<file path="src/common/sasc_regs.svh">
// Register offsets, field positions, reset values and timing counts
`ifndef SASC_REGS_SVH
`define SASC_REGS_SVH
// ----------------------------------------
// Offsets
// ----------------------------------------
`define SASC_OFF_CTRL1      12'h000
`define SASC_OFF_CTRL2      12'h004
`define SASC_OFF_CLKT       12'h008
`define SASC_OFF_DEPTH      12'h00C
// ----------------------------------------
// Control one fields
// ----------------------------------------
`define SASC_C1_ON          15
`define SASC_C1_RES         10
`define SASC_C1_TRIG_LO     5
`define SASC_C1_SIM         3
`define SASC_C1_AUTO_SAMPLE_START        2
`define SASC_C1_SAMPLE_ENABLE_BIT        1
`define SASC_C1_DONE        0
`define SASC_C1_WMASK       16'h84EE
// ----------------------------------------
// Control two fields
// ----------------------------------------
`define SASC_C2_REF_LO      13
`define SASC_C2_SCAN        10
`define SASC_C2_CHN_LO      8
`define SASC_C2_BUFFER_FILL_STATUS        7
`define SASC_C2_RATE_LO     2
`define SASC_C2_BUFFER_FILL_MODE        1
`define SASC_C2_ALT         0
`define SASC_C2_WMASK       16'hE73F
// ----------------------------------------
// Clock timing and depth
// ----------------------------------------
`define SASC_C3_RC          15
`define SASC_C3_WMASK       16'h9FFF
`define SASC_C4_WMASK       16'h0007
`define SASC_RESET_VAL      16'h0000
`define SASC_TRIG_SOFT      3'h0
`define SASC_TRIG_AUTO      3'h7
`define SASC_DIV_MAX        8'h3F
`define SASC_RC_PERIOD_NS   250
`define SASC_CLK_NS         50
`define SASC_RC_CYC         ((`SASC_RC_PERIOD_NS + `SASC_CLK_NS - 1) / `SASC_CLK_NS)
`endif

</file>
<file path="src/common/sasc_pkg.sv">
// Types for the converter sequence controller
package sasc_pkg;
    typedef enum logic [3:0] {
        SASC_IDLE   = 4'b0001,
        SASC_SAMPLE = 4'b0010,
        SASC_CONV   = 4'b0100,
        SASC_GAP    = 4'b1000
    } sasc_state_t;

    typedef struct packed {
        logic       sampling;
        logic [3:0] channels;
        logic       simultaneous;
        logic       use_b;
        logic       scan;
        logic [1:0] vref_sel;
        logic       start_conv;
    } sasc_analog_t;
endpackage : sasc_pkg

</file>
<file path="src/hdl/sasc_ctrl.sv">
// Sample and conversion sequence controller with APB registers
// Behaviour
// - Simultaneous bit samples selected channels together
// - Simultaneous bit reads zero in 12-bit
// - Auto-start resamples after conversion, sets enable
// - Sample-enable high means sampling, low holding
// - Trigger zero: software ends sampling; else hardware
// - Done set at completion, cleared at start
// - Software clears done; no effect on conversion
// - Reference field selects high and low references
// - Scan bit steps channel zero during A
// - Channel count selects one, two, four channels
// - Channel count reads zero in 12-bit
// - Fill status shows half being filled
// - Increment after every field plus one operations
// - Fill mode alternates halves per interrupt
// - Alternate bit swaps A and B selections
// - Clock source picks RC or system clock
// - Auto sample time counts conversion clocks
// - Divider sets conversion clock, capped 64
// - Divider ignored when RC clock chosen
// - Depth field reserves two power words
// - Resolution bit picks 12-bit one channel
// - Internal counter ends sampling automatically
//
// Decided for this implementation: register access over APB and the placing of the registers.
`timescale 1ns/10ps
`include "sasc_regs.svh"

module sasc_ctrl #(
    parameter int CONV_TAD = 12
) (
    input  wire logic                  pclk,
    input  wire logic                  presetn,
    input  wire logic                  psel,
    input  wire logic                  penable,
    input  wire logic                  pwrite,
    input  wire logic [11:0]           paddr,
    input  wire logic [31:0]           pwdata,
    output logic      [31:0]           prdata,
    output logic                       pready,
    output logic                       pslverr,
    input  wire logic                  ext_trigger,
    output sasc_pkg::sasc_analog_t     analog_ctl,
    output logic                       dma_increment,
    output logic      [7:0]            dma_buffer_words
);
    // ----------------------------------------
    // Registers and bus decode
    // ----------------------------------------
    logic [15:0] converter_control_one;
    logic [15:0] converter_control_two;
    logic [15:0] converter_clock_timing;
    logic [15:0] dma_buffer_depth;
    logic        sample_enable_bit;
    logic        conv_done;
    logic        buffer_fill_status;
    sasc_pkg::sasc_state_t state;
    sasc_pkg::sasc_state_t next_state;

    wire acc      = psel & penable;
    wire wr       = acc & pwrite;
    wire hit1     = paddr == `SASC_OFF_CTRL1;
    wire hit2     = paddr == `SASC_OFF_CTRL2;
    wire hit3     = paddr == `SASC_OFF_CLKT;
    wire hit4     = paddr == `SASC_OFF_DEPTH;
    wire mapped   = hit1 | hit2 | hit3 | hit4;
    wire wr1      = wr & hit1;

    wire module_on_bit        = converter_control_one[`SASC_C1_ON];
    wire resolution_mode_sel  = converter_control_one[`SASC_C1_RES];
    wire [2:0] conversion_trigger_source = converter_control_one[`SASC_C1_TRIG_LO +: 3];
    wire auto_sample_start    = converter_control_one[`SASC_C1_AUTO_SAMPLE_START];
    // Unimplemented in 12-bit mode
    wire simultaneous_sample_sel = converter_control_one[`SASC_C1_SIM]
                                   & ~resolution_mode_sel;
    wire [1:0] channel_count_sel = resolution_mode_sel ? 2'h0 :
                                   converter_control_two[`SASC_C2_CHN_LO +: 2];
    wire [2:0] reference_config  = converter_control_two[`SASC_C2_REF_LO +: 3];
    wire scan_enable_bit      = converter_control_two[`SASC_C2_SCAN];
    wire [3:0] increment_rate = converter_control_two[`SASC_C2_RATE_LO +: 4];
    wire buffer_fill_mode     = converter_control_two[`SASC_C2_BUFFER_FILL_MODE];
    wire alternate_input_mode = converter_control_two[`SASC_C2_ALT];
    wire conv_clock_source    = converter_clock_timing[`SASC_C3_RC];
    wire [4:0] auto_sample_time  = converter_clock_timing[12:8];
    wire [7:0] conv_clock_divider = converter_clock_timing[7:0];
    wire [2:0] buffer_depth_sel  = dma_buffer_depth[2:0];

    wire [15:0] rd1 = {converter_control_one[15:4], simultaneous_sample_sel,
                       auto_sample_start, sample_enable_bit, conv_done};
    wire [15:0] rd2 = {converter_control_two[15:10], channel_count_sel,
                       buffer_fill_status, converter_control_two[6:0]};
    wire [15:0] rdv = hit1 ? rd1 : hit2 ? rd2 : hit3 ? converter_clock_timing :
                      hit4 ? dma_buffer_depth : 16'h0000;

    assign pready  = 1'b1;
    assign pslverr = acc & ~mapped;

    always_ff @(posedge pclk or negedge presetn) begin
        if (!presetn) begin
            converter_control_one  <= `SASC_RESET_VAL;
            converter_control_two  <= `SASC_RESET_VAL;
            converter_clock_timing <= `SASC_RESET_VAL;
            dma_buffer_depth       <= `SASC_RESET_VAL;
            prdata                 <= 32'h0000_0000;
        end else begin
            if (wr1)
                converter_control_one <= pwdata[15:0] & `SASC_C1_WMASK;
            if (wr & hit2)
                converter_control_two <= pwdata[15:0] & `SASC_C2_WMASK;
            if (wr & hit3)
                converter_clock_timing <= pwdata[15:0] & `SASC_C3_WMASK;
            if (wr & hit4)
                dma_buffer_depth <= pwdata[15:0] & `SASC_C4_WMASK;
            if (psel & ~penable & ~pwrite)
                prdata <= {16'h0000, rdv};
        end
    end

    // ----------------------------------------
    // Conversion clock enable
    // ----------------------------------------
    // Reserved divider codes saturate at 64 cycles
    wire [7:0] div_lim = (conv_clock_divider > `SASC_DIV_MAX) ? `SASC_DIV_MAX
                         : conv_clock_divider;
    wire [7:0] tad_lim = conv_clock_source ? 8'(`SASC_RC_CYC - 1) : div_lim;
    logic [7:0] tad_cnt;
    wire tad_tick = module_on_bit & (tad_cnt >= tad_lim);

    always_ff @(posedge pclk or negedge presetn) begin
        if (!presetn)
            tad_cnt <= 8'h00;
        else if (tad_tick | ~module_on_bit)
            tad_cnt <= 8'h00;
        else
            tad_cnt <= tad_cnt + 8'h01;
    end

    // ----------------------------------------
    // External trigger sync
    // ----------------------------------------
    // Three stages; edge counts once stages two and three agree
    logic [2:0] trg_sync;
    logic       trg_level;
    always_ff @(posedge pclk or negedge presetn) begin
        if (!presetn) begin
            trg_sync  <= 3'h0;
            trg_level <= 1'b0;
        end else begin
            trg_sync <= {trg_sync[1:0], ext_trigger};
            if (trg_sync[2] == trg_sync[1])
                trg_level <= trg_sync[2];
        end
    end
    wire trg_rise = (trg_sync[2] == trg_sync[1]) & trg_sync[2] & ~trg_level;

    // ----------------------------------------
    // Sequencer
    // ----------------------------------------
    logic [4:0] sample_enable_bit_cnt;
    logic [4:0] conv_cnt;
    logic [3:0] op_cnt;
    logic       use_b;
    wire soft_trig = conversion_trigger_source == `SASC_TRIG_SOFT;
    wire auto_trig = conversion_trigger_source == `SASC_TRIG_AUTO;
    wire sw_set    = wr1 & pwdata[`SASC_C1_SAMPLE_ENABLE_BIT] & ~auto_sample_start;
    wire sw_clr    = wr1 & ~pwdata[`SASC_C1_SAMPLE_ENABLE_BIT] & soft_trig;
    // Compare the count plus one, so a field of N gives N whole periods, not N + 1
    // Limitation: a field of zero still samples until the first period boundary
    wire [5:0] sample_enable_bit_next = {1'b0, sample_enable_bit_cnt} + 6'h01;
    wire auto_end  = auto_trig & tad_tick
                     & (sample_enable_bit_next >= {1'b0, auto_sample_time});
    wire hw_end    = auto_end | (~soft_trig & ~auto_trig & trg_rise);
    wire end_sample_enable_bit  = (state == sasc_pkg::SASC_SAMPLE) & (sw_clr | hw_end);
    wire conv_fin  = (state == sasc_pkg::SASC_CONV) & tad_tick
                     & (conv_cnt == 5'(CONV_TAD - 1));
    wire op_wrap   = conv_fin & (op_cnt == increment_rate);

    always_comb begin
        next_state = state;
        unique case (state)
            sasc_pkg::SASC_IDLE:
                if (sw_set | auto_sample_start)
                    next_state = sasc_pkg::SASC_SAMPLE;
            sasc_pkg::SASC_SAMPLE:
                if (end_sample_enable_bit)
                    next_state = sasc_pkg::SASC_CONV;
            sasc_pkg::SASC_CONV:
                if (conv_fin)
                    next_state = auto_sample_start ? sasc_pkg::SASC_SAMPLE
                                 : sasc_pkg::SASC_IDLE;
            default:
                next_state = sasc_pkg::SASC_IDLE;
        endcase
        if (!module_on_bit)
            next_state = sasc_pkg::SASC_IDLE;
    end

    always_ff @(posedge pclk or negedge presetn) begin
        if (!presetn) begin
            state              <= sasc_pkg::SASC_IDLE;
            sample_enable_bit_cnt           <= 5'h00;
            conv_cnt           <= 5'h00;
            op_cnt             <= 4'h0;
            use_b              <= 1'b0;
            buffer_fill_status <= 1'b0;
        end else begin
            state <= next_state;
            if (state != sasc_pkg::SASC_SAMPLE || end_sample_enable_bit)
                sample_enable_bit_cnt <= 5'h00;
            else if (tad_tick && sample_enable_bit_cnt != 5'h1F)
                sample_enable_bit_cnt <= sample_enable_bit_cnt + 5'h01;
            if (state != sasc_pkg::SASC_CONV)
                conv_cnt <= 5'h00;
            else if (tad_tick)
                conv_cnt <= conv_cnt + 5'h01;
            if (!module_on_bit) begin
                op_cnt             <= 4'h0;
                use_b              <= 1'b0;
                buffer_fill_status <= 1'b0;
            end else if (conv_fin) begin
                op_cnt <= op_wrap ? 4'h0 : op_cnt + 4'h1;
                use_b  <= alternate_input_mode & ~use_b;
                if (op_wrap)
                    buffer_fill_status <= buffer_fill_mode & ~buffer_fill_status;
            end
        end
    end

    // Sample enable and done flags; hardware set wins over software write
    always_ff @(posedge pclk or negedge presetn) begin
        if (!presetn) begin
            sample_enable_bit <= 1'b0;
            conv_done         <= 1'b0;
        end else begin
            sample_enable_bit <= (next_state == sasc_pkg::SASC_SAMPLE);
            if (conv_fin)
                conv_done <= 1'b1;
            else if (end_sample_enable_bit)
                conv_done <= 1'b0;
            else if (wr1 && !pwdata[`SASC_C1_DONE])
                conv_done <= 1'b0;
        end
    end

    // ----------------------------------------
    // Analog side outputs
    // ----------------------------------------
    wire [3:0] chan_mask = channel_count_sel[1] ? 4'hF :
                           channel_count_sel[0] ? 4'h3 : 4'h1;
    wire [1:0] vref_sel  = reference_config[2] ? 2'h0 : reference_config[1:0];

    always_ff @(posedge pclk or negedge presetn) begin
        if (!presetn) begin
            analog_ctl       <= '0;
            dma_increment    <= 1'b0;
            dma_buffer_words <= 8'h01;
        end else begin
            analog_ctl.sampling     <= (next_state == sasc_pkg::SASC_SAMPLE);
            analog_ctl.channels     <= chan_mask;
            analog_ctl.simultaneous <= simultaneous_sample_sel & (|channel_count_sel);
            analog_ctl.use_b        <= use_b;
            analog_ctl.scan         <= scan_enable_bit & ~use_b;
            analog_ctl.vref_sel     <= vref_sel;
            analog_ctl.start_conv   <= end_sample_enable_bit;
            dma_increment           <= op_wrap;
            dma_buffer_words        <= 8'h01 << buffer_depth_sel;
        end
    end

    // ----------------------------------------
    // Checks
    // ----------------------------------------
    a_sim_zero_12b: assert property (@(posedge pclk) disable iff (!presetn)
        resolution_mode_sel |-> !rd1[`SASC_C1_SIM]) else $error("sim bit not zero");
    a_chn_zero_12b: assert property (@(posedge pclk) disable iff (!presetn)
        resolution_mode_sel |-> rd2[9:8] == 2'h0) else $error("chps not zero");
    a_done_on_fin: assert property (@(posedge pclk) disable iff (!presetn)
        conv_fin |=> conv_done) else $error("done not set");
    a_done_clr_start: assert property (@(posedge pclk) disable iff (!presetn)
        end_sample_enable_bit |=> !conv_done) else $error("done not cleared");
    a_sample_enable_bit_tracks: assert property (@(posedge pclk) disable iff (!presetn)
        sample_enable_bit == analog_ctl.sampling) else $error("sample_enable_bit mismatch");
    a_auto_restart: assert property (@(posedge pclk) disable iff (!presetn)
        conv_fin && auto_sample_start && module_on_bit |=> sample_enable_bit)
        else $error("no auto restart");
    a_inc_pulse: assert property (@(posedge pclk) disable iff (!presetn)
        op_wrap |=> dma_increment ##1 !dma_increment) else $error("dma pulse");
    a_off_reset: assert property (@(posedge pclk) disable iff (!presetn)
        !module_on_bit |=> op_cnt == 4'h0 && !buffer_fill_status)
        else $error("off not reset");
    a_buffer_fill_status_zero: assert property (@(posedge pclk) disable iff (!presetn)
        !buffer_fill_mode && $rose(op_wrap) |=> !buffer_fill_status)
        else $error("buffer_fill_status set w/o buffer_fill_mode");
    a_div_cap: assert property (@(posedge pclk) disable iff (!presetn)
        tad_cnt <= 8'h40) else $error("divider overrun");

    // ----------------------------------------
    // Sequencing and output checks
    // ----------------------------------------
    // Outputs are registered, so each check except a_rc_period looks one cycle after its cause
    a_sim_off_single: assert property (@(posedge pclk) disable iff (!presetn)
        !simultaneous_sample_sel |=> !analog_ctl.simultaneous)
        else $error("simultaneous without select");
    a_one_chan_12b: assert property (@(posedge pclk) disable iff (!presetn)
        resolution_mode_sel |=> analog_ctl.channels == 4'h1)
        else $error("more than one channel in 12-bit");
    a_vref_default: assert property (@(posedge pclk) disable iff (!presetn)
        reference_config[2] |=> analog_ctl.vref_sel == 2'h0)
        else $error("reference not supply");
    a_sw_start_sample_enable_bit: assert property (@(posedge pclk) disable iff (!presetn)
        sw_set && module_on_bit && state == sasc_pkg::SASC_IDLE |=> analog_ctl.sampling)
        else $error("software start ignored");
    a_end_starts: assert property (@(posedge pclk) disable iff (!presetn)
        end_sample_enable_bit |=> analog_ctl.start_conv && !analog_ctl.sampling)
        else $error("conversion not started");
    a_scan_only_a: assert property (@(posedge pclk) disable iff (!presetn)
        use_b |=> !analog_ctl.scan)
        else $error("scan during sample B");
    a_alt_off_a: assert property (@(posedge pclk) disable iff (!presetn)
        !alternate_input_mode && conv_fin |=> !use_b)
        else $error("sample B without alternate");
    a_rc_period: assert property (@(posedge pclk) disable iff (!presetn)
        conv_clock_source && $past(conv_clock_source) |-> tad_cnt <= 8'(`SASC_RC_CYC - 1))
        else $error("divider used with RC clock");
    a_auto_on_tick: assert property (@(posedge pclk) disable iff (!presetn)
        state == sasc_pkg::SASC_SAMPLE && auto_trig && module_on_bit && !tad_tick
        |=> state == sasc_pkg::SASC_SAMPLE)
        else $error("auto end off a period boundary");
    a_depth_words: assert property (@(posedge pclk) disable iff (!presetn)
        dma_buffer_words == (8'h01 << $past(buffer_depth_sel)))
        else $error("buffer words wrong");
    a_done_no_set: assert property (@(posedge pclk) disable iff (!presetn)
        !conv_done && !conv_fin && wr1 && pwdata[`SASC_C1_DONE] |=> !conv_done)
        else $error("software set done");
    a_off_idle: assert property (@(posedge pclk) disable iff (!presetn)
        !module_on_bit |=> state == sasc_pkg::SASC_IDLE)
        else $error("sequencer runs while off");
    a_buffer_fill_status_hold: assert property (@(posedge pclk) disable iff (!presetn)
        module_on_bit && !op_wrap |=> $stable(buffer_fill_status))
        else $error("fill status moved between increments");
endmodule : sasc_ctrl

</file>
<file path="config.mk">
export PLATFORM = sky130hd
export DESIGN_NAME = sasc_ctrl
export DESIGN_NICKNAME = d
export VERILOG_FILES = /design/src/common/sasc_pkg.sv /design/src/hdl/sasc_ctrl.sv
export VERILOG_INCLUDE_DIRS = /design/src /design/src/common
export SDC_FILE = /design/constraint.sdc
export NUM_CORES = 1
export LEC_CHECK = 0
export BUFFER_PORTS_ARGS = -buffer_cell sky130_fd_sc_hd__buf_2
export CORE_MARGIN = 3
export CORE_UTILIZATION = 40
export DETAILED_ROUTE_END_ITERATION = 10
export GPL_ROUTABILITY_DRIVEN = 0
export GPL_TIMING_DRIVEN = 0
export PLACE_DENSITY_LB_ADDON = 0.12
export RECOVER_POWER = 25
export SLEW_MARGIN = 25
export SYNTH_ARGS = -nofsm -noshare
export SYNTH_HDL_FRONTEND = slang
export SYNTH_SLANG_ARGS = --single-unit
</file>
<file path="constraint.sdc">
create_clock -name pclk -period 7.3 [get_ports pclk]
set_input_delay 1.46 -clock pclk [delete_from_list [all_inputs] [get_ports pclk]]
set_output_delay 1.46 -clock pclk [all_outputs]
set_load 0.01 [all_outputs]
</file>
==> flow_metrics.py, run 1 <==
metrics = {
    "finish": {
        "drive_gt1_frac": 0.277,
        "finalNetCount": 612,
        "multiInputGateArea_mm2": 0.00216,
        "instances_no_fill": 716,
        "layout_common_cells": "dfrtp_1 (102), buf_2 (71), nand2_1 (38)",
        "final_common_cell": "dfrtp_1",
        "fillers": 1130,
        "ff_latch_area_mm2": 0.00261,
        "syn2layout_area_growth_pct": 19.1,
        "diodes": 0,
    },
    "timing": {
        "clock_skew_ps": 8.53,
        "period_minus_slack_ps": 4590,
        "slew_headroom": -1.26,
        "hold_violations": 0,
        "rsz0062_at_grt": "no",
        "worstMarginPinSlew_ps": 3390,
        "fmax_ghz": 0.218,
        "slew_violations": 63,
        "final-setup-viol-count": 0,
        "period_share": 0.628,
        "totalNegativeSetupSlack_ps": 0,
    },
    "die": {
        "core_mm2": 0.0121,
        "die_w_um": 117,
        "fp-row-count": 40,
        "io_pins": 104,
        "floorplan.initialDensity": 0.411,
        "die_h_um": 117,
        "die_area_mm2": 0.0138,
    },
    "synth": {
        "synth_cell_type_count": 57,
        "syn_avg_cell_area_um2": 11.2,
        "ys_seq_elements": 104,
        "synth_edf_count": 0,
        "seq_area_frac_synth": 0.526,
        "synth_area_mm2": 0.00495,
        "async_flop_share": 1.00,
        "synth_cells": 443,
        "ys_warn_count": 0,
        "ys.flop_type": "dfrtp_1",
    },
    "routing": {
        "drtIter0Drc": 208,
        "final_antenna_net_count": 0,
        "vias": 3501,
        "route.detailed.drc": 0,
        "wire_per_inst_um": 15.4,
        "wl_um": 11000,
        "via_per_inst": 4.89,
        "drt_pass1_iterations": 4,
    },
    "pwr": {
        "p_leak_nw": 2.95,
        "ir_worst_vdd_v": 0.0000970,
        "finalPower_w": 0.00112,
        "power_density_mw_per_mm2": 190,
    },
    "critical_path": {
        "cp.required_ps": 5840,
        "r2r_start": "converter_clock_timing[7]",
        "path_common_cell": "buf_2",
        "crit_fanout": 10,
        "slowest_stage": "nor4_1",
        "critPathLaunch": "paddr[7]",
        "rrSetupSlack_ps": 4020,
        "worstSetupEndpointType": "output port",
        "path_class": "primary input to output port",
        "timing.critical_path.max_delay_family": "simple AND/OR/NAND/NOR gates",
        "crit_path_max_incr_delay_ps": 600,
        "path_cells": "buf_2 -> nor4_1 -> nand3_1 -> clkbuf_1 -> and3_1 -> buf_2",
        "reg2reg_to": "analog_ctl[10]",
        "crit_cells": 6,
        "cp-start-kind": "primary input",
        "ff2ff_path_depth": 11,
        "crit_buf_inv": 3,
        "endpoint": "pslverr",
        "crit_arrival_ps": 3130,
    },
    "global_routing": {
        "grtUsageTotal": 0.168,
        "grt_max_degree": 64,
        "grt.overflow.total": 0,
        "grt_pass1_vias": 3392,
        "antenna_found_initial": 0,
        "grt_pass1_wl_um": 17600,
    },
    "hold_path": {
        "hp-class": "flop to flop",
    },
    "placement": {
        "numPortBuffers": 69,
        "dpl.hpwl_um": 8310,
        "placed_cells": 700,
    },
    "clock_tree": {
        "cts_sinks": 104,
        "clock_path_buffers": 2,
        "cts_max_level": 3,
        "clkTransAtPathRegs_ps": 70,
        "cts_made_buffers": 9,
        "cts_root_buffer": "clkbuf_16",
        "insertion_delay_ps": 350,
        "ctsHoldBuffers": 0,
        "postCtsSetupBuffers": 0,
        "cts-resized-gates": 0,
        "cts_tree": "done",
    },
    "run_status": {
        "violations": "capacitance limit, slew limit",
        "status": "finished with violations",
    },
    "job": {
        "max_cap_violations": 1,
    },
}
## how the worst min path moves through the flow
stage	start	endpoint	slack, ps	cells past startpoint
after floorplan	trg_sync[0]	trg_sync[1]	330	0
after global placement	trg_sync[0]	trg_sync[1]	340	0
after detailed placement	trg_sync[0]	trg_sync[1]	350	0
after CTS	trg_sync[0]	trg_sync[1]	360	0
after global routing	trg_sync[0]	trg_sync[1]	370	0
final	trg_sync[0]	trg_sync[1]	360	0
## cell usage after synthesis, types with 3 or more instances
cell / number / area [um^2]
a21oi_1: 18 / 90.1
and3_1: 6 / 37.5
buf_2: 3 / 15.0
buf_4: 20 / 150
clkbuf_1: 10 / 37.5
dfrtp_1: 102 / 2550
ha_1: 19 / 238
inv_1: 11 / 41.3
mux2_2: 32 / 360
mux2i_1: 8 / 80.1
mux4_2: 3 / 67.6
nand2_1: 38 / 143
nand2b_1: 3 / 18.8
nand3_1: 17 / 85.1
nand4_1: 6 / 37.5
nor2_1: 29 / 109
nor2b_1: 5 / 31.3
nor3_1: 7 / 35.0
nor3b_1: 6 / 45.0
nor4_1: 3 / 18.8
nor4b_1: 3 / 26.3
o21ai_0: 18 / 90.1
o21bai_1: 4 / 30.0
o31ai_1: 6 / 45.0
or4_1: 3 / 22.5
xnor2_1: 5 / 43.8
xor2_1: 14 / 123
## through the flow
step,worst slack (ps),util,hold slack (ps),cell area (um^2)
6_report,2710,0.489,356,5900
2_1_floorplan,3260,-,331,5020
3_5_place_dp,2710,0.465,345,5610
4_1_cts,2710,0.490,361,5910
3_3_place_gp,2790,0.463,336,5580
5_1_grt,2490,0.489,370,5900
## cell families after synthesis
group,share of synthesized area
compound gates,0.0745
xor+xnor,0.0336
mux,0.103
flops,0.526
other cells,0.00152
fa+ha+maj,0.0480
simple gates,0.162
buf+inv,0.0518
## worst register-to-register path: cells and delay by family, from the launching register on
family	cells	cell delay, ps
AO/OA/AOI/OAI	3	1230
AND/OR/NAND/NOR	6	1160
flip-flops	1	390
adder cells (fa/ha/maj)	1	260
buffers and inverters	1	160
## routing by layer
layer,track usage,up-vias,wire (um)
met5,0,-,0
met4,0.0673,0,261
met3,0.0339,22,559
met2,0.255,77,4860
met1,0.237,1678,5360
li1,-,1724,-
## final cells by class
class / instances / share of cell area
flip-flops and latches: 104 / 0.442
multi-input cells: 311 / 0.366
repair buffers: 70 / 0.0617
clock buffers: 12 / 0.0418
plain buffers: 36 / 0.0365
well taps: 168 / 0.0356
clock inverters: 4 / 0.00933
inverters: 11 / 0.00700
## sequential cells by signal, indices dropped and copies added (netlist names), 7 cells and up
register / flops
dma_buffer_words: 8
converter_clock_timing: 14
analog_ctl: 10
tad_cnt: 8
prdata: 16
converter_control_one: 7
converter_control_two: 12
## where the power goes
group          leakage (nW)  total [W]  switching (W)  internal, W
logic                  1.40  0.0000537      0.0000339    0.0000198
registers              1.41   0.000580     0.00000152     0.000579
clock network         0.143   0.000488       0.000211     0.000277
Note: power is estimated with default switching activity, not from simulation.
==> run 2, diff against run 1 <==
==> constraint.sdc (replaced) <==
create_clock -name pclk -period 4.2 [get_ports pclk]
set_input_delay 0.84 -clock pclk [delete_from_list [all_inputs] [get_ports pclk]]
set_output_delay 0.84 -clock pclk [all_outputs]
set_load 0.01 [all_outputs]
==> flow_metrics.py, run 2 (synthesis gave the netlist of run 1 again) <==
metrics = {
    "die": {
        "fp-row-count": 40,
        "io_pins": 104,
        "die_w_um": 117,
        "die_h_um": 117,
        "core_mm2": 0.0121,
        "floorplan.initialDensity": 0.411,
        "die_area_mm2": 0.0138,
    },
    "critical_path": {
        "crit_arrival_ps": 2510,
        "path_class": "primary input to output port",
        "rrSetupSlack_ps": 920,
        "slowest_stage": "nor4_1",
        "worstSetupEndpointType": "output port",
        "crit_fanout": 10,
        "path_cells": "buf_2 -> nor4_1 -> nand3_1 -> clkbuf_1 -> and3_1 -> buf_2",
        "crit_path_max_incr_delay_ps": 600,
        "cp-start-kind": "primary input",
        "path_common_cell": "buf_2",
        "cp.required_ps": 3360,
    },
    "finish": {
        "largest_reg_flops": 16,
        "top_register": "prdata",
        "instances_no_fill": 716,
        "drive_gt1_frac": 0.279,
        "ff_latch_area_mm2": 0.00261,
        "finalNetCount": 612,
        "fillers": 1130,
        "layout_common_cells": "dfrtp_1 (102), buf_2 (71), nand2_1 (38)",
        "diodes": 0,
        "final_common_cell": "dfrtp_1",
        "multiInputGateArea_mm2": 0.00216,
        "design_area_mm2": 0.00591,
        "reg.largest.list": "prdata: 16 flops, converter_clock_timing: 14 flops, converter_control_two: 12 flops",
        "syn2layout_area_growth_pct": 19.3,
    },
    "hold_path": {
        "hp-class": "flop to flop",
    },
    "placement": {
        "placed_cells": 700,
        "place_area_mm2": 0.00561,
        "dpl.hpwl_um": 8310,
        "pre_cts_slack_ps": 787,
        "numPortBuffers": 69,
    },
    "clock_tree": {
        "cts_made_buffers": 9,
        "clkTransAtPathRegs_ps": 70,
        "cts_sinks": 104,
        "cts_tree": "done",
        "postCtsSetupBuffers": 0,
        "cts-resized-gates": 0,
        "clock_path_buffers": 2,
        "cts_root_buffer": "clkbuf_16",
        "insertion_delay_ps": 350,
        "ctsHoldBuffers": 0,
        "cts_max_level": 3,
    },
    "global_routing": {
        "grt.overflow.total": 0,
        "grt_max_degree": 64,
        "grt_pass1_wl_um": 17600,
        "grtUsageTotal": 0.168,
        "antenna_found_initial": 0,
        "grt_pass1_vias": 3392,
    },
    "timing": {
        "slew_headroom": 0.417,
        "worstMarginPinSlew_ps": 866,
        "hold_violations": 0,
        "period_share": 0.797,
        "clock_skew_ps": 8.53,
        "setup_slack_ps": 854,
        "rsz0062_at_grt": "no",
        "holdWs_ps": 356,
        "final-setup-viol-count": 0,
        "totalNegativeSetupSlack_ps": 0,
        "slew_violations": 0,
        "fmax_ghz": 0.299,
        "period_minus_slack_ps": 3350,
    },
    "job": {
        "max_cap_violations": 0,
    },
    "routing": {
        "drtIter0Drc": 208,
        "final_antenna_net_count": 0,
        "wire_per_inst_um": 15.4,
        "route.detailed.drc": 0,
        "drt_pass1_iterations": 4,
        "via_per_inst": 4.89,
        "wl_um": 11000,
        "vias": 3501,
    },
    "run_status": {
        "status": "complete, no violations",
    },
    "pwr": {
        "power_density_mw_per_mm2": 330,
        "p_leak_nw": 2.96,
        "ir_worst_vdd_v": 0.000169,
    },
}
-- run 2: cell count changes in the layout (fill, tap and decap cells not counted), sizes merged --
cell    before  now
buf         94   95
clkbuf      24   23
-- run 2: power by group --
group          switching, W  internal (W)  leakage [nW]
registers        0.00000265       0.00101          1.41
clock network      0.000367      0.000481         0.143
logic             0.0000590     0.0000349          1.40
total              0.000429       0.00152          2.96
-- run 2: metal layers --
layer / wire (um) / global-route usage
met1: 5360 / 0.237
met2: 4860 / 0.255
met3: 559 / 0.0339
met4: 261 / 0.0673
met5: 0 / 0
-- run 2: area by class of cell --
type,instances,share of cell area
clock inverter,4,0.00932
sequential,104,0.441
inverter,11,0.00699
clock buffer,12,0.0417
multi-input combinational,311,0.366
timing repair buffer,70,0.0629
buffer,36,0.0364
tap,168,0.0356
-- run 2: stage by stage --
step                utilization  total power, W
floorplan                     -         0.00107
global placement          0.463         0.00112
detailed placement        0.465         0.00112
CTS                       0.490         0.00197
global route              0.490         0.00203
finish                    0.490         0.00195
-- run 2: critical path, delay by kind of cell --
kind	cells	cell delay [ps]
AND/OR/NAND/NOR	3	1130
buffers and inverters	3	520
-- run 2: path summary, 6_finish.rpt --
check	startpoint	endpoint	depth (start not counted)
hold reg to reg	trg_sync[0]	trg_sync[1]	0
max in group asynchronous	presetn	converter_control_one[10]	2
setup reg to reg	converter_clock_timing[7]	analog_ctl[10]	11
setup / recovery	paddr[7]	pslverr	6
hold / removal	trg_sync[0]	trg_sync[1]	0
min in group asynchronous	presetn	dma_buffer_words[3]	1
==> run 3, diff against run 2 <==
==> constraint.sdc (replaced) <==
create_clock -name pclk -period 2.88 [get_ports pclk]
set_input_delay 0.576 -clock pclk [delete_from_list [all_inputs] [get_ports pclk]]
set_output_delay 0.576 -clock pclk [all_outputs]
set_load 0.01 [all_outputs]
==> flow_metrics.py, run 3 (synthesis gave the netlist of run 1 again) <==
metrics = {
    "run_status": {
        "status": "finished with violations",
        "violations": "capacitance limit, slew limit",
    },
    "pwr": {
        "p_leak_nw": 2.98,
        "ir_worst_vdd_v": 0.000247,
        "pwr-share-seq": 0.516,
        "power_density_mw_per_mm2": 476,
        "p_sw_w": 0.000628,
        "comb_power_share": 0.049,
        "swShare": 0.220,
        "p_int_w": 0.00222,
        "clockPowerShare": 0.434,
    },
    "finish": {
        "drive_gt1_frac": 0.298,
        "layout_common_cells": "dfrtp_1 (102), buf_2 (71), nand2_1 (38)",
        "fillers": 1129,
        "instances_no_fill": 719,
        "final_common_cell": "dfrtp_1",
        "reg.largest.list": "prdata: 16 flops, converter_clock_timing: 14 flops, converter_control_two: 12 flops",
        "top_register": "prdata",
        "finalNetCount": 615,
        "syn2layout_area_growth_pct": 20.8,
        "post-route-util": 0.496,
        "largest_reg_flops": 16,
        "diodes": 0,
    },
    "timing": {
        "setup_slack_ps": 152,
        "period_minus_slack_ps": 2730,
        "rsz0062_at_grt": "yes",
        "hold_violations": 0,
        "final-setup-viol-count": 0,
        "fmax_ghz": 0.367,
        "period_share": 0.947,
        "worstMarginPinSlew_ps": 1610,
        "slew_headroom": -0.0708,
        "clock_skew_ps": 8.54,
        "slew_violations": 63,
    },
    "clock_tree": {
        "cts_root_buffer": "clkbuf_16",
        "clkTransAtPathRegs_ps": 70,
        "clock_path_buffers": 2,
        "cts_max_level": 3,
        "cts_tree": "done",
        "insertion_delay_ps": 350,
        "cts_sinks": 104,
        "cts_made_buffers": 9,
    },
    "placement": {
        "numPortBuffers": 69,
        "placed_cells": 700,
        "pre_cts_slack_ps": -419,
        "dpl.hpwl_um": 8310,
    },
    "die": {
        "floorplan.initialDensity": 0.411,
        "core_mm2": 0.0121,
        "die_w_um": 117,
        "fp-row-count": 40,
        "die_h_um": 117,
        "io_pins": 104,
        "die_area_mm2": 0.0138,
    },
    "critical_path": {
        "worstSetupEndpointType": "flop",
        "crit_fanout": 6,
        "cp-start-kind": "flop",
        "cp.required_ps": 3150,
        "path_class": "flop to flop",
        "crit_arrival_ps": 3000,
    },
    "global_routing": {
        "grtUsageTotal": 0.170,
        "grt_max_degree": 64,
        "grt_pass1_vias": 3411,
        "antenna_found_initial": 0,
        "grt.overflow.total": 0,
        "grt_pass1_wl_um": 17800,
    },
    "routing": {
        "final_antenna_net_count": 0,
        "vias": 3542,
        "drtIter0Drc": 221,
        "wl_um": 11200,
        "m1WireLength_um": 5320,
        "wl_met2_um": 5090,
        "drt_pass1_iterations": 6,
        "route.detailed.drc": 0,
        "via_per_inst": 4.93,
        "wire_per_inst_um": 15.6,
        "dr_wl_met3_um": 587,
        "routed.top_layer": "met4",
    },
    "hold_path": {
        "hp-class": "primary input to flop",
    },
    "job": {
        "max_cap_violations": 1,
    },
}
run 3: cell count changes in the layout (fill, tap and decap cells not counted), sizes merged:
cell | before | now
buf | 95 | 98
run 3: worst paths after layout:
kind / start / endpoint / slack [ps] / cells past startpoint
setup / recovery: converter_clock_timing[7] / op_cnt[3] / 150 / 10
hold / removal: ext_trigger / trg_sync[0] / 340 / 1
setup reg to reg: converter_clock_timing[7] / op_cnt[3] / 150 / 10
hold reg to reg: trg_sync[0] / trg_sync[1] / 360 / 0
max in group asynchronous: presetn / converter_control_one[10] / 1280 / 2
min in group asynchronous: presetn / dma_buffer_words[3] / 610 / 1
run 3: area by class of cell:
class	instances	area (um^2)	share of cell area
well taps	168	210	0.0351
inverters	11	41.3	0.00690
flip-flops and latches	104	2610	0.435
multi-input cells	311	2220	0.370
repair buffers	74	395	0.0661
clock inverters	4	55.1	0.00920
plain buffers	35	215	0.0360
clock buffers	12	246	0.0412
run 3: power by group through the flow:
| stage | clock [W] | sequential, W | combinational [W] |
|---|---|---|---|
| finish | 0.00124 | 0.00147 | 0.000141 |
| CTS | 0.00127 | 0.00147 | 0.000141 |
| global placement | 0 | 0.00150 | 0.000132 |
| detailed placement | 0 | 0.00150 | 0.000139 |
| global route | 0.00133 | 0.00147 | 0.000159 |
| floorplan | 0 | 0.00150 | 0.0000615 |
run 3: per-layer routing:
metal	vias to the layer above	global-route usage
met5	-	0
met3	17	0.0339
met2	83	0.262
li1	1728	-
met4	0	0.0619
met1	1714	0.237
run 3: what timing repair did:
action,4_1_cts,5_1_grt
buffers inserted,2,2
pin swaps,1,3
hold buffers,0,0
gates resized for setup,8,5
endpoints found under the setup margin,26,20
run 3: worst max-delay path, cell delays in order (launching register included):
cell	delay [ps]
dfrtp_1	400
or2_4	290
nor2_1	100
nor2_1	50
ha_1	270
nand2b_1	100
a2111o_1	200
a21oi_4	100
or4_4	480
or4_4	540
a21oi_2	140
run 3: per-stage QoR:
stage	setup TNS, ps	total power, W	cell area, um^2	hold slack (ps)
after floorplan	0	0.00156	5020	280
after global placement	-9460	0.00163	5580	336
after detailed placement	-9870	0.00164	5610	345
after CTS	0	0.00288	5950	234
after global routing	-3.41	0.00296	5980	322
final	0	0.00285	5980	336
